$ cat src/rtl/pwm_art_pkg.sv
// Constants, field layouts and carrier types of the PWM auto-reload timer
`default_nettype none

package pwm_art_pkg;

   // ---------------------------------------------------------------
   // Sizes
   // ---------------------------------------------------------------
   localparam int unsigned PWM_CHANNELS = 4;
   localparam int unsigned CAP_CHANNELS = 2;
   localparam int unsigned PRESCALE_W = 7;

   // ---------------------------------------------------------------
   // Register indices; byte address is four times the index
   // ---------------------------------------------------------------
   localparam logic [5:0] IDX_DUTY1 = 6'h14;
   localparam logic [5:0] IDX_DUTY0 = 6'h15;
   localparam logic [5:0] IDX_PWM_CTRL = 6'h16;
   localparam logic [5:0] IDX_TIMER_CSR = 6'h17;
   localparam logic [5:0] IDX_COUNTER = 6'h18;
   localparam logic [5:0] IDX_RELOAD = 6'h19;
   localparam logic [5:0] IDX_CAPTURE_CSR = 6'h1a;
   localparam logic [5:0] IDX_CAPTURE1 = 6'h1b;
   localparam logic [5:0] IDX_CAPTURE2 = 6'h1c;
   localparam logic [5:0] IDX_DUTY2 = 6'h1d;
   localparam logic [5:0] IDX_DUTY3 = 6'h1e;

   // ---------------------------------------------------------------
   // Reset values and counter limits
   // ---------------------------------------------------------------
   localparam logic [7:0] REG_RST = 8'h00;
   localparam logic [7:0] COUNT_MAX = 8'hff;
   localparam logic [PRESCALE_W-1:0] PRESCALE_RST = 7'h00;

   // ---------------------------------------------------------------
   // Field positions
   // ---------------------------------------------------------------
   localparam int unsigned PWMC_OE_LSB = 4;
   localparam int unsigned PWMC_OP_LSB = 0;
   localparam int unsigned CAPC_EDGE_LSB = 4;
   localparam int unsigned CAPC_IE_LSB = 2;
   localparam int unsigned CAPC_FLAG_LSB = 0;

   // Timer control/status byte, MSB first
   typedef struct packed {
      logic       ext_clock_select;
      logic [2:0] clock_divider_select;
      logic       counter_enable_bit;
      logic       force_reload;
      logic       overflow_irq_enable;
      logic       overflow_flag;
   } timer_csr_s;

endpackage : pwm_art_pkg

`default_nettype wire

$ cat src/rtl/pwm_autoreload_timer.sv
// PWM auto-reload timer with capture channels and Avalon-MM register slave
`default_nettype none

module pwm_autoreload_timer
   import pwm_art_pkg::*;
(
   input wire logic clk_i,
   input wire logic reset_n_i,
   input wire logic [7:0] avs_address_i,
   input wire logic avs_read_i,
   input wire logic avs_write_i,
   input wire logic [31:0] avs_writedata_i,
   input wire logic [3:0] avs_byteenable_i,
   output logic [31:0] avs_readdata_o,
   output logic avs_waitrequest_o,
   input wire logic halt_i,
   input wire logic external_event_clock_i,
   input wire logic [CAP_CHANNELS-1:0] capture_input_pin_i,
   output logic [PWM_CHANNELS-1:0] pwm_pin_o,
   output logic [PWM_CHANNELS-1:0] pwm_pin_oe_n_o,
   output logic overflow_irq_o,
   output logic [CAP_CHANNELS-1:0] capture_irq_o
);

   // ---------------------------------------------------------------
   // Helpers
   // ---------------------------------------------------------------

   // Low sel bits of the prescaler all ones: the tap fires next tick
   function automatic logic tap_hit(input logic [PRESCALE_W-1:0] pre,
                                    input logic [2:0] sel);
      logic [7:0] mask;
      mask = (8'h01 << sel) - 8'h01;
      return (pre & mask[PRESCALE_W-1:0]) == mask[PRESCALE_W-1:0];
   endfunction

   // Channel edge detect, polarity chosen per channel
   function automatic logic edge_seen(input logic now, input logic prev,
                                      input logic rising);
      return rising ? (now & ~prev) : (~now & prev);
   endfunction

   // ---------------------------------------------------------------
   // Declarations
   // ---------------------------------------------------------------
   timer_csr_s csr_ff;
   logic [7:0] reload_ff;
   logic [7:0] counter_ff;
   logic [PRESCALE_W-1:0] prescaler_ff;
   logic [7:0] duty_ff [PWM_CHANNELS];
   logic [7:0] shadow_ff [PWM_CHANNELS];
   logic [PWM_CHANNELS-1:0] wave_ff;
   logic [PWM_CHANNELS-1:0] out_en_ff;
   logic [PWM_CHANNELS-1:0] polarity_ff;
   logic [CAP_CHANNELS-1:0] cap_edge_sel_ff;
   logic [CAP_CHANNELS-1:0] cap_irq_en_ff;
   logic [CAP_CHANNELS-1:0] cap_flag_ff;
   logic [7:0] cap_value_ff [CAP_CHANNELS];
   logic [CAP_CHANNELS-1:0] cap_pend_ff;
   logic [CAP_CHANNELS-1:0] cap_sync1_ff;
   logic [CAP_CHANNELS-1:0] cap_sync2_ff;
   logic [CAP_CHANNELS-1:0] cap_prev_ff;
   logic ext_sync1_ff;
   logic ext_sync2_ff;
   logic ext_prev_ff;
   logic ack_ff;
   logic [31:0] readdata_ff;
   logic [7:0] nxt_readbyte;

   logic [5:0] idx;
   logic req;
   logic rd_acc;
   logic wr_acc;
   logic ctrl_wr;
   logic [7:0] wbyte;
   logic ext_rise;
   logic run;
   logic pre_tick;
   logic cnt_tick;
   logic load_car;
   logic force_ld;
   logic load_any;
   logic ovf_evt;
   logic csr_rd;
   logic capcsr_rd;
   logic [CAP_CHANNELS-1:0] cap_edge;
   logic [CAP_CHANNELS-1:0] cap_evt;
   timer_csr_s csr_seen;
   logic ovf_clr;
   logic [CAP_CHANNELS-1:0] cap_clr;

   // ---------------------------------------------------------------
   // Avalon-MM slave: one wait state on every access
   // ---------------------------------------------------------------

   // Request is accepted on the edge where ack_ff is high
   assign idx = avs_address_i[7:2];
   assign req = avs_read_i | avs_write_i;
   assign avs_waitrequest_o = req & ~ack_ff;
   assign rd_acc = avs_read_i & ack_ff;
   assign wr_acc = avs_write_i & ack_ff & avs_byteenable_i[0];
   assign wbyte = avs_writedata_i[7:0];
   // Control registers frozen in halt; the CPU is stopped anyway
   assign ctrl_wr = wr_acc & ~halt_i;
   // Reads with side effects on the status flags
   assign csr_rd = rd_acc & (idx == IDX_TIMER_CSR);
   assign capcsr_rd = rd_acc & (idx == IDX_CAPTURE_CSR);

   // Wait-state toggle; drops after each accepted cycle
   // A request held high gets its wait state again
   always_ff @(posedge clk_i or negedge reset_n_i) begin
      if (!reset_n_i) begin
         ack_ff <= 1'b0;
      end else begin
         ack_ff <= req & ~ack_ff;
      end
   end

   // Read mux; unmapped indices read zero
   always_comb begin
      nxt_readbyte = 8'h00;
      unique case (idx)
         IDX_DUTY0: nxt_readbyte = duty_ff[0];
         IDX_DUTY1: nxt_readbyte = duty_ff[1];
         IDX_DUTY2: nxt_readbyte = duty_ff[2];
         IDX_DUTY3: nxt_readbyte = duty_ff[3];
         IDX_PWM_CTRL: nxt_readbyte = {out_en_ff, polarity_ff};
         IDX_TIMER_CSR: nxt_readbyte = {csr_ff[7:3], 1'b0, csr_ff[1:0]};
         IDX_COUNTER: nxt_readbyte = counter_ff;
         IDX_RELOAD: nxt_readbyte = reload_ff;
         IDX_CAPTURE_CSR: nxt_readbyte = {2'b00, cap_edge_sel_ff, cap_irq_en_ff, cap_flag_ff};
         IDX_CAPTURE1: nxt_readbyte = cap_value_ff[0];
         IDX_CAPTURE2: nxt_readbyte = cap_value_ff[1];
         default: nxt_readbyte = 8'h00;
      endcase
   end

   // Data sampled in the wait cycle so it stands on the accepting edge
   always_ff @(posedge clk_i or negedge reset_n_i) begin
      if (!reset_n_i) begin
         readdata_ff <= 32'h0000_0000;
      end else if (avs_read_i & ~ack_ff) begin
         readdata_ff <= {24'h00_0000, nxt_readbyte};
      end
   end
   assign avs_readdata_o = readdata_ff;

   // A read clears only the flags it reported; one set between the
   // snapshot and the accepting edge survives for the next read
   assign csr_seen = timer_csr_s'(readdata_ff[7:0]);
   assign ovf_clr = csr_rd & csr_seen.overflow_flag;
   assign cap_clr = {CAP_CHANNELS{capcsr_rd}} & readdata_ff[CAPC_FLAG_LSB +: CAP_CHANNELS];

   // ---------------------------------------------------------------
   // Clock source, prescaler and counter
   // ---------------------------------------------------------------

   // External event synchroniser; only the second stage is looked at
   // Events faster than half the clock rate are lost
   always_ff @(posedge clk_i or negedge reset_n_i) begin
      if (!reset_n_i) begin
         ext_sync1_ff <= 1'b0;
         ext_sync2_ff <= 1'b0;
         ext_prev_ff <= 1'b0;
      end else begin
         ext_sync1_ff <= external_event_clock_i;
         ext_sync2_ff <= ext_sync1_ff;
         ext_prev_ff <= ext_sync2_ff;
      end
   end
   assign ext_rise = ext_sync2_ff & ~ext_prev_ff;

   // In halt the CPU clock is stopped, so only event counting survives
   assign run = csr_ff.counter_enable_bit & (~halt_i | csr_ff.ext_clock_select);
   assign pre_tick = run & (csr_ff.ext_clock_select ? ext_rise : 1'b1);
   assign cnt_tick = pre_tick & tap_hit(prescaler_ff, csr_ff.clock_divider_select);

   // Software loads of the counter; either also clears the prescaler
   assign load_car = ctrl_wr & (idx == IDX_COUNTER);
   assign force_ld = ctrl_wr & (idx == IDX_TIMER_CSR) & wbyte[2] & wbyte[3];
   assign load_any = load_car | force_ld;
   // A software load in the same cycle swallows the overflow
   assign ovf_evt = cnt_tick & (counter_ff == COUNT_MAX) & ~load_any;

   // Prescaler; overflow leaves it alone, software loads clear it
   // Seven bits are enough for the eight divider taps
   always_ff @(posedge clk_i or negedge reset_n_i) begin
      if (!reset_n_i) begin
         prescaler_ff <= PRESCALE_RST;
      end else if (load_any) begin
         prescaler_ff <= PRESCALE_RST;
      end else if (pre_tick) begin
         prescaler_ff <= prescaler_ff + 7'h01;
      end
   end

   // Counter; a software load beats a tick in the same cycle
   always_ff @(posedge clk_i or negedge reset_n_i) begin
      if (!reset_n_i) begin
         counter_ff <= REG_RST;
      end else if (load_car) begin
         counter_ff <= wbyte;
      end else if (force_ld | ovf_evt) begin
         counter_ff <= reload_ff;
      end else if (cnt_tick) begin
         counter_ff <= counter_ff + 8'h01;
      end
   end

   // ---------------------------------------------------------------
   // Control registers
   // ---------------------------------------------------------------

   // Control fields and overflow flag; one writer, force reload never stored
   always_ff @(posedge clk_i or negedge reset_n_i) begin
      if (!reset_n_i) begin
         csr_ff <= timer_csr_s'(REG_RST);
      end else begin
         if (ctrl_wr && idx == IDX_TIMER_CSR) begin
            csr_ff.ext_clock_select <= wbyte[7];
            csr_ff.clock_divider_select <= wbyte[6:4];
            csr_ff.counter_enable_bit <= wbyte[3];
            csr_ff.overflow_irq_enable <= wbyte[1];
         end
         // A new overflow wins over the clearing read
         if (ovf_evt) begin
            csr_ff.overflow_flag <= 1'b1;
         end else if (ovf_clr) begin
            csr_ff.overflow_flag <= 1'b0;
         end
      end
   end
   assign overflow_irq_o = csr_ff.overflow_flag & csr_ff.overflow_irq_enable;

   // Reload value and PWM control
   always_ff @(posedge clk_i or negedge reset_n_i) begin
      if (!reset_n_i) begin
         reload_ff <= REG_RST;
         out_en_ff <= '0;
         polarity_ff <= '0;
      end else if (ctrl_wr) begin
         if (idx == IDX_RELOAD) begin
            reload_ff <= wbyte;
         end
         if (idx == IDX_PWM_CTRL) begin
            out_en_ff <= wbyte[PWMC_OE_LSB +: PWM_CHANNELS];
            polarity_ff <= wbyte[PWMC_OP_LSB +: PWM_CHANNELS];
         end
      end
   end

   // Capture control; flags only clear on read
   always_ff @(posedge clk_i or negedge reset_n_i) begin
      if (!reset_n_i) begin
         cap_edge_sel_ff <= '0;
         cap_irq_en_ff <= '0;
      end else if (ctrl_wr && idx == IDX_CAPTURE_CSR) begin
         cap_edge_sel_ff <= wbyte[CAPC_EDGE_LSB +: CAP_CHANNELS];
         cap_irq_en_ff <= wbyte[CAPC_IE_LSB +: CAP_CHANNELS];
      end
   end

   // ---------------------------------------------------------------
   // PWM channels
   // ---------------------------------------------------------------

   // Duty registers, shadows and waveforms, one slice per channel
   for (genvar ch = 0; ch < PWM_CHANNELS; ch++) begin : g_pwm
      // Register index of this channel's duty byte
      localparam logic [5:0] DUTY_IDX = (ch == 0) ? IDX_DUTY0 :
                                        (ch == 1) ? IDX_DUTY1 :
                                        (ch == 2) ? IDX_DUTY2 : IDX_DUTY3;

      // Duty byte as software sees it; unused until overflow
      always_ff @(posedge clk_i or negedge reset_n_i) begin
         if (!reset_n_i) begin
            duty_ff[ch] <= REG_RST;
         end else if (ctrl_wr && idx == DUTY_IDX) begin
            duty_ff[ch] <= wbyte;
         end
      end

      // Double buffer: duty edits land only at the period boundary
      always_ff @(posedge clk_i or negedge reset_n_i) begin
         if (!reset_n_i) begin
            shadow_ff[ch] <= REG_RST;
         end else if (ovf_evt) begin
            shadow_ff[ch] <= duty_ff[ch];
         end
      end

      // Raw level high from overflow until the count passes the shadow
      // Frozen in halt so each pin keeps its level
      always_ff @(posedge clk_i or negedge reset_n_i) begin
         if (!reset_n_i) begin
            wave_ff[ch] <= 1'b0;
         end else if (halt_i) begin
            wave_ff[ch] <= wave_ff[ch];
         end else if (ovf_evt) begin
            wave_ff[ch] <= 1'b1;
         end else if (cnt_tick && counter_ff == shadow_ff[ch]) begin
            wave_ff[ch] <= 1'b0;
         end
      end
   end

   // Polarity acts at once; oe low means the timer owns the pin
   assign pwm_pin_o = wave_ff ^ polarity_ff;
   assign pwm_pin_oe_n_o = ~out_en_ff;

   // ---------------------------------------------------------------
   // Capture channels
   // ---------------------------------------------------------------

   // Capture pin synchronisers and edge history
   // Pins are asynchronous to the timer; two stages settle them
   always_ff @(posedge clk_i or negedge reset_n_i) begin
      if (!reset_n_i) begin
         cap_sync1_ff <= '0;
         cap_sync2_ff <= '0;
         cap_prev_ff <= '0;
      end else begin
         cap_sync1_ff <= capture_input_pin_i;
         cap_sync2_ff <= cap_sync1_ff;
         cap_prev_ff <= cap_sync2_ff;
      end
   end

   for (genvar ch = 0; ch < CAP_CHANNELS; ch++) begin : g_cap
      // Edge of the chosen sense on the settled pin
      assign cap_edge[ch] = edge_seen(cap_sync2_ff[ch], cap_prev_ff[ch],
                                      cap_edge_sel_ff[ch]);
      // Stopped counter has no clock edge, so act without waiting
      assign cap_evt[ch] = cap_pend_ff[ch] & (cnt_tick | ~run);

      // Edge held until the next counter clock edge
      // A fresh edge in the same cycle keeps it pending
      always_ff @(posedge clk_i or negedge reset_n_i) begin
         if (!reset_n_i) begin
            cap_pend_ff[ch] <= 1'b0;
         end else if (cap_edge[ch]) begin
            cap_pend_ff[ch] <= 1'b1;
         end else if (cap_evt[ch]) begin
            cap_pend_ff[ch] <= 1'b0;
         end
      end

      // Flag: new capture wins over the clearing read
      always_ff @(posedge clk_i or negedge reset_n_i) begin
         if (!reset_n_i) begin
            cap_flag_ff[ch] <= 1'b0;
         end else if (cap_evt[ch]) begin
            cap_flag_ff[ch] <= 1'b1;
         end else if (cap_clr[ch]) begin
            cap_flag_ff[ch] <= 1'b0;
         end
      end

      // Latch only while the flag is free and not halted
      // Halt keeps the old value, yet the flag still wakes the CPU
      always_ff @(posedge clk_i or negedge reset_n_i) begin
         if (!reset_n_i) begin
            cap_value_ff[ch] <= REG_RST;
         end else if (cap_evt[ch] && (!cap_flag_ff[ch] || cap_clr[ch]) && !halt_i) begin
            cap_value_ff[ch] <= counter_ff;
         end
      end
   end

   assign capture_irq_o = cap_flag_ff & cap_irq_en_ff;

endmodule : pwm_autoreload_timer

`default_nettype wire

$ cat config.mk
export PLATFORM = sky130hd
export DESIGN_NAME = pwm_autoreload_timer
export DESIGN_NICKNAME = d
export VERILOG_FILES = /design/src/rtl/pwm_art_pkg.sv /design/src/rtl/pwm_autoreload_timer.sv
export SDC_FILE = /design/constraint.sdc
export NUM_CORES = 1
export LEC_CHECK = 0
export BUFFER_PORTS_ARGS = -buffer_cell sky130_fd_sc_hd__buf_2
export CORE_ASPECT_RATIO = 1.2
export CORE_MARGIN = 2
export CORE_UTILIZATION = 54
export CTS_BUF_LIST = sky130_fd_sc_hd__clkbuf_4
export DETAILED_ROUTE_END_ITERATION = 8
export GPL_TIMING_DRIVEN = 0
export MAX_ROUTING_LAYER = met4
export PLACE_DENSITY = 0.78
export SLEW_MARGIN = 15
export SYNTH_ARGS = -nofsm -noshare
export SYNTH_HDL_FRONTEND = slang
export SYNTH_SLANG_ARGS = --single-unit
$ cat constraint.sdc
create_clock -name clk_i -period 2.9 [get_ports clk_i]
set_clock_uncertainty 0.1 [all_clocks]
set_input_delay 0.58 -clock clk_i [delete_from_list [all_inputs] [get_ports clk_i]]
set_output_delay 0.58 -clock clk_i [all_outputs]
set_load 0.02 [all_outputs]
==> summary.md <==
| Metric | Value |
|---|---|
| Die height | 133 um |
| Met2 usage | 45.1% |
| CTS buffer count | 17 |
| Worst setup SP type | flip-flop |
| Routed len/inst | approximately 21 um |
| Largest net degree at the start of global routing | 76 |
| Critical path class | flip-flop to flip-flop |
| Reg2Reg Capture Point | shadow_ff[31] |
| IO Port Bufs | 39 |
| Status | finished, final reports clean |
| Fin util | 61.9% |
| DRC viols | 0 |
| Area added between synthesis and finish | 13.4% |
| Iter 0 DRT Violations | ~500 |
| Hold Vio Cnt, Final | 0 |
| # clock sinks | roughly 150 |
| Final wirelength | 19800 um |
| Clk pin slew, worst setup/hold paths | approximately 120 ps |
| Mapped cell area | roughly 7500 um^2 |
| Boundary pin count | 96 |
| Core box area | between 10000 and 15000 um^2 |
| Largest family of logic cells by synthesized area | multiplexers |
| Tot GR Track Use | between 20% and 30% |
| CP Capture Type | flip-flop |
| Worst hold path endpoint | ack_ff |
| Max rail drop VDD | 0.294 mV |
| CTS tree | yes |
| Max Cap Violations | 0 |
| Depth of the worst hold-timing path | 3 |
| Register area share after synthesis | approximately half |
| First-pass GRT wire length | around 31000 um |
| Initial antenna violation count | 1 |
| FF-to-FF Start | csr_ff[5] |
| Slew headroom | a little under two fifths |
| Worst-Margin Slew | between 900 and 1000 ps |
| Via count | ~5500 |
| Compound-cell area share of the yosys netlist | 10.3% |
| Xor/xnor share of the synthesized area | under 10% |
| Crit path arrival time | 3170 ps |
| Initial Util | between 50% and 60% |
| CP Data Required Time | roughly 3300 ps |
| Share of layout cells above drive strength 1 | between 20% and 30% |
| Fin crit share | 97.1% |
| DRT Pass-1 Iters | 6 |
| H-tree depth | 4 |
| Vias in the first global route | 5589 |
| Clk root buf | clkbuf_4 |
| Post-Synthesis Cells | 640 |
| Fin. max-slew vios | 0 |
| Synth Warn # | 0 |
| Post-Synth Simple-Gate Area | a little under a tenth |
| Min Hold Slack | between 150 and 200 ps |
| DR vias/cell | about 6.0 |
| Remaining global-route overflow | 0 |
| Synth async-reset ratio | 100% |
| Mux contribution to synthesized area | roughly a fifth |
| ANT nets after route | 0 |
| DIE WIDTH | about 110 um |
| Avg Cell Area, Syn | 11.7 um^2 |
| Cell Pwr Density | ~470 nW/um^2 |
| Grt met1 use | 35.4% |
| FF-to-FF setup slack | around 83 ps |
| Synth unique cells | 63 |
| # rows | between 40 and 50 |
| Post-synth EDFFs | 0 |
| GR Layer Usage met3 | 5.73% |
| Post-detailed-placement half-perimeter wirelength | ~14000 um |
| Area of the die | 14800 um^2 |
| Later-pin clock latency in the skew report | ~570 ps |
| Top_reg_cell synth | dfrtp_1 |
| Leak | slightly above 4 nW |
| Routability congestion estimate | around 0.95 |
| FF-to-FF path depth | 9 |
| Hold Crit Class | input port to flip-flop |
| Min cycle time layout | roughly 2800 ps |
| Number of synthesized register bits | between 100 and 150 |
| Setup violators final | 0 |
| Worst Hold Launch | avs_write_i |
| Layout Nets | around 790 |
| Crit-path max FO | 10 |
| GR peak layer | met2 |
| FILL cells | about 1100 |
| Fmax | between 300 and 400 MHz |
| CTS Buffer Depth | 2 |
| Adder-cell area share of the yosys netlist | less than 1% |
==> report_power, final <==
group          internal (W)  switching (W)
logic              0.000174       0.000301
registers           0.00212      0.0000504
clock network      0.000598       0.000716
==> cells in the mapped netlist (all sizes together) (3+ instances only) <==
library cell	number	share of area, %
nand3	19	1.3
mux2	102	16
nand2	41	2.1
nand4	10	0.84
nand2b	4	0.33
nor2	24	1.2
a222oi	5	0.67
buf	36	3.4
nor2b	6	0.50
xnor2	40	4.7
ha	3	0.50
nor3b	3	0.30
a22o	4	0.47
xor2	9	1.1
o21ai	43	2.9
a21oi	12	0.80
inv	13	0.65
a22oi	7	0.70
a311o	5	0.67
dfrtp	148	49
and2	6	0.50
nor3	3	0.20
mux4	6	1.8
a31oi	4	0.33
o31ai	4	0.40
mux2i	13	1.7
clkbuf	25	1.3
and3	8	0.67
a211oi	4	0.74
==> worst max path at each step <==
stage                                 from               to  slack, ps  cells past startpoint
final                            csr_ff[5]    shadow_ff[31]         80                      9
after CTS                        csr_ff[5]    counter_ff[1]          6                      9
after floorplan                  csr_ff[6]  cap_value_ff[0]        110                      7
after global routing             csr_ff[5]    counter_ff[1]         -7                     11
after global placement           reset_n_i  prescaler_ff[3]       -860                      1
after detailed placement  avs_address_i[5]    counter_ff[0]       -680                      9
==> flip-flops by register name (all words and copies together), names as in the netlist, 4 cells and up <==
signal / count
csr_ff: 7
shadow_ff: 32
prescaler_ff: 7
reload_ff: 8
polarity_ff: 4
out_en_ff: 4
avs_readdata_o: 8
wave_ff: 4
counter_ff: 8
duty_ff: 32
cap_value_ff: 16
==> routing by layer <==
layer,vias to the layer above,wire length [um],part of all wire (%)
li1,2452,-,-
met2,278,9480,48
met1,2755,7860,40
met4,0,1040,5.2
met5,-,0,0
met3,59,1440,7.2
==> critical path, stage by stage (launching register included) <==
cell and delay (ps):
dfrtp_2 440, or3_4 400, ha_1 280, nor2_1 60
a2111oi_4 310, buf_4 200, nand3_2 100, or2_4 330
buf_6 180, mux2_1 320
==> stage by stage <==
stage / cells / cell area [um^2] / total power (W) / TNS, ps / setup slack (ps)
6_report: 923 / 8490 / 0.00395 / 0 / 83.5
5_1_grt: 923 / 8490 / 0.00411 / -6.66 / -6.66
4_1_cts: 919 / 8440 / 0.00397 / 0 / 6.02
3_5_place_dp: 874 / 8020 / 0.00266 / -30810 / -681
3_3_place_gp: 873 / 7980 / 0.00264 / -155080 / -865
2_1_floorplan: 663 / 7570 / 0.00248 / 0 / 112
==> what timing repair did <==
action,in CTS,in global routing
hold endpoints to repair,76,0
pin swaps,4,1
hold buffers,4,0
endpoints found under the setup margin,60,48
resized for setup,7,11
setup buffers,9,4
==> cells in the final DEF, fill, tap and decap left out, drive strengths merged, types with 9 or more instances in the layout <==
| cell type | netlist | routed |
|---|---|---|
| dfrtp | 148 | 148 |
| xnor2 | 40 | 40 |
| nand4 | 10 | 10 |
| conb | 1 | 24 |
| nand2 | 41 | 41 |
| nand3 | 19 | 19 |
| inv | 13 | 13 |
| mux2 | 102 | 102 |
| buf | 36 | 89 |
| a21oi | 12 | 12 |
| clkbuf | 25 | 43 |
| nor2 | 24 | 24 |
| o21ai | 43 | 43 |
| mux2i | 13 | 13 |
| xor2 | 9 | 9 |
==> cell families (layout without fill, tap and decap cells) <==
kind of cell | count (synthesis) | count (layout)
flops | 148 | 148
simple gates | 136 | 136
mux | 121 | 121
compound gates | 108 | 108
buf+inv | 74 | 162
xor+xnor | 49 | 49
fa+ha+maj | 3 | 3
other cells | 1 | 25
==> layout make-up <==
| class | count | area (um^2) | area share, % |
|---|---|---|---|
| clock buffers | 19 | 143 | 1.68 |
| repair buffers | 57 | 383 | 4.51 |
| well taps | 171 | 214 | 2.52 |
| clock inverters | 13 | 140 | 1.65 |
| inverters | 13 | 48.8 | 0.575 |
| flip-flops and latches | 148 | 3710 | 43.7 |
| diodes | 1 | 2.50 | 0.0295 |
| plain buffers | 60 | 347 | 4.08 |
| multi-input cells | 441 | 3500 | 41.3 |
Note: power is estimated with default switching activity, not from simulation.
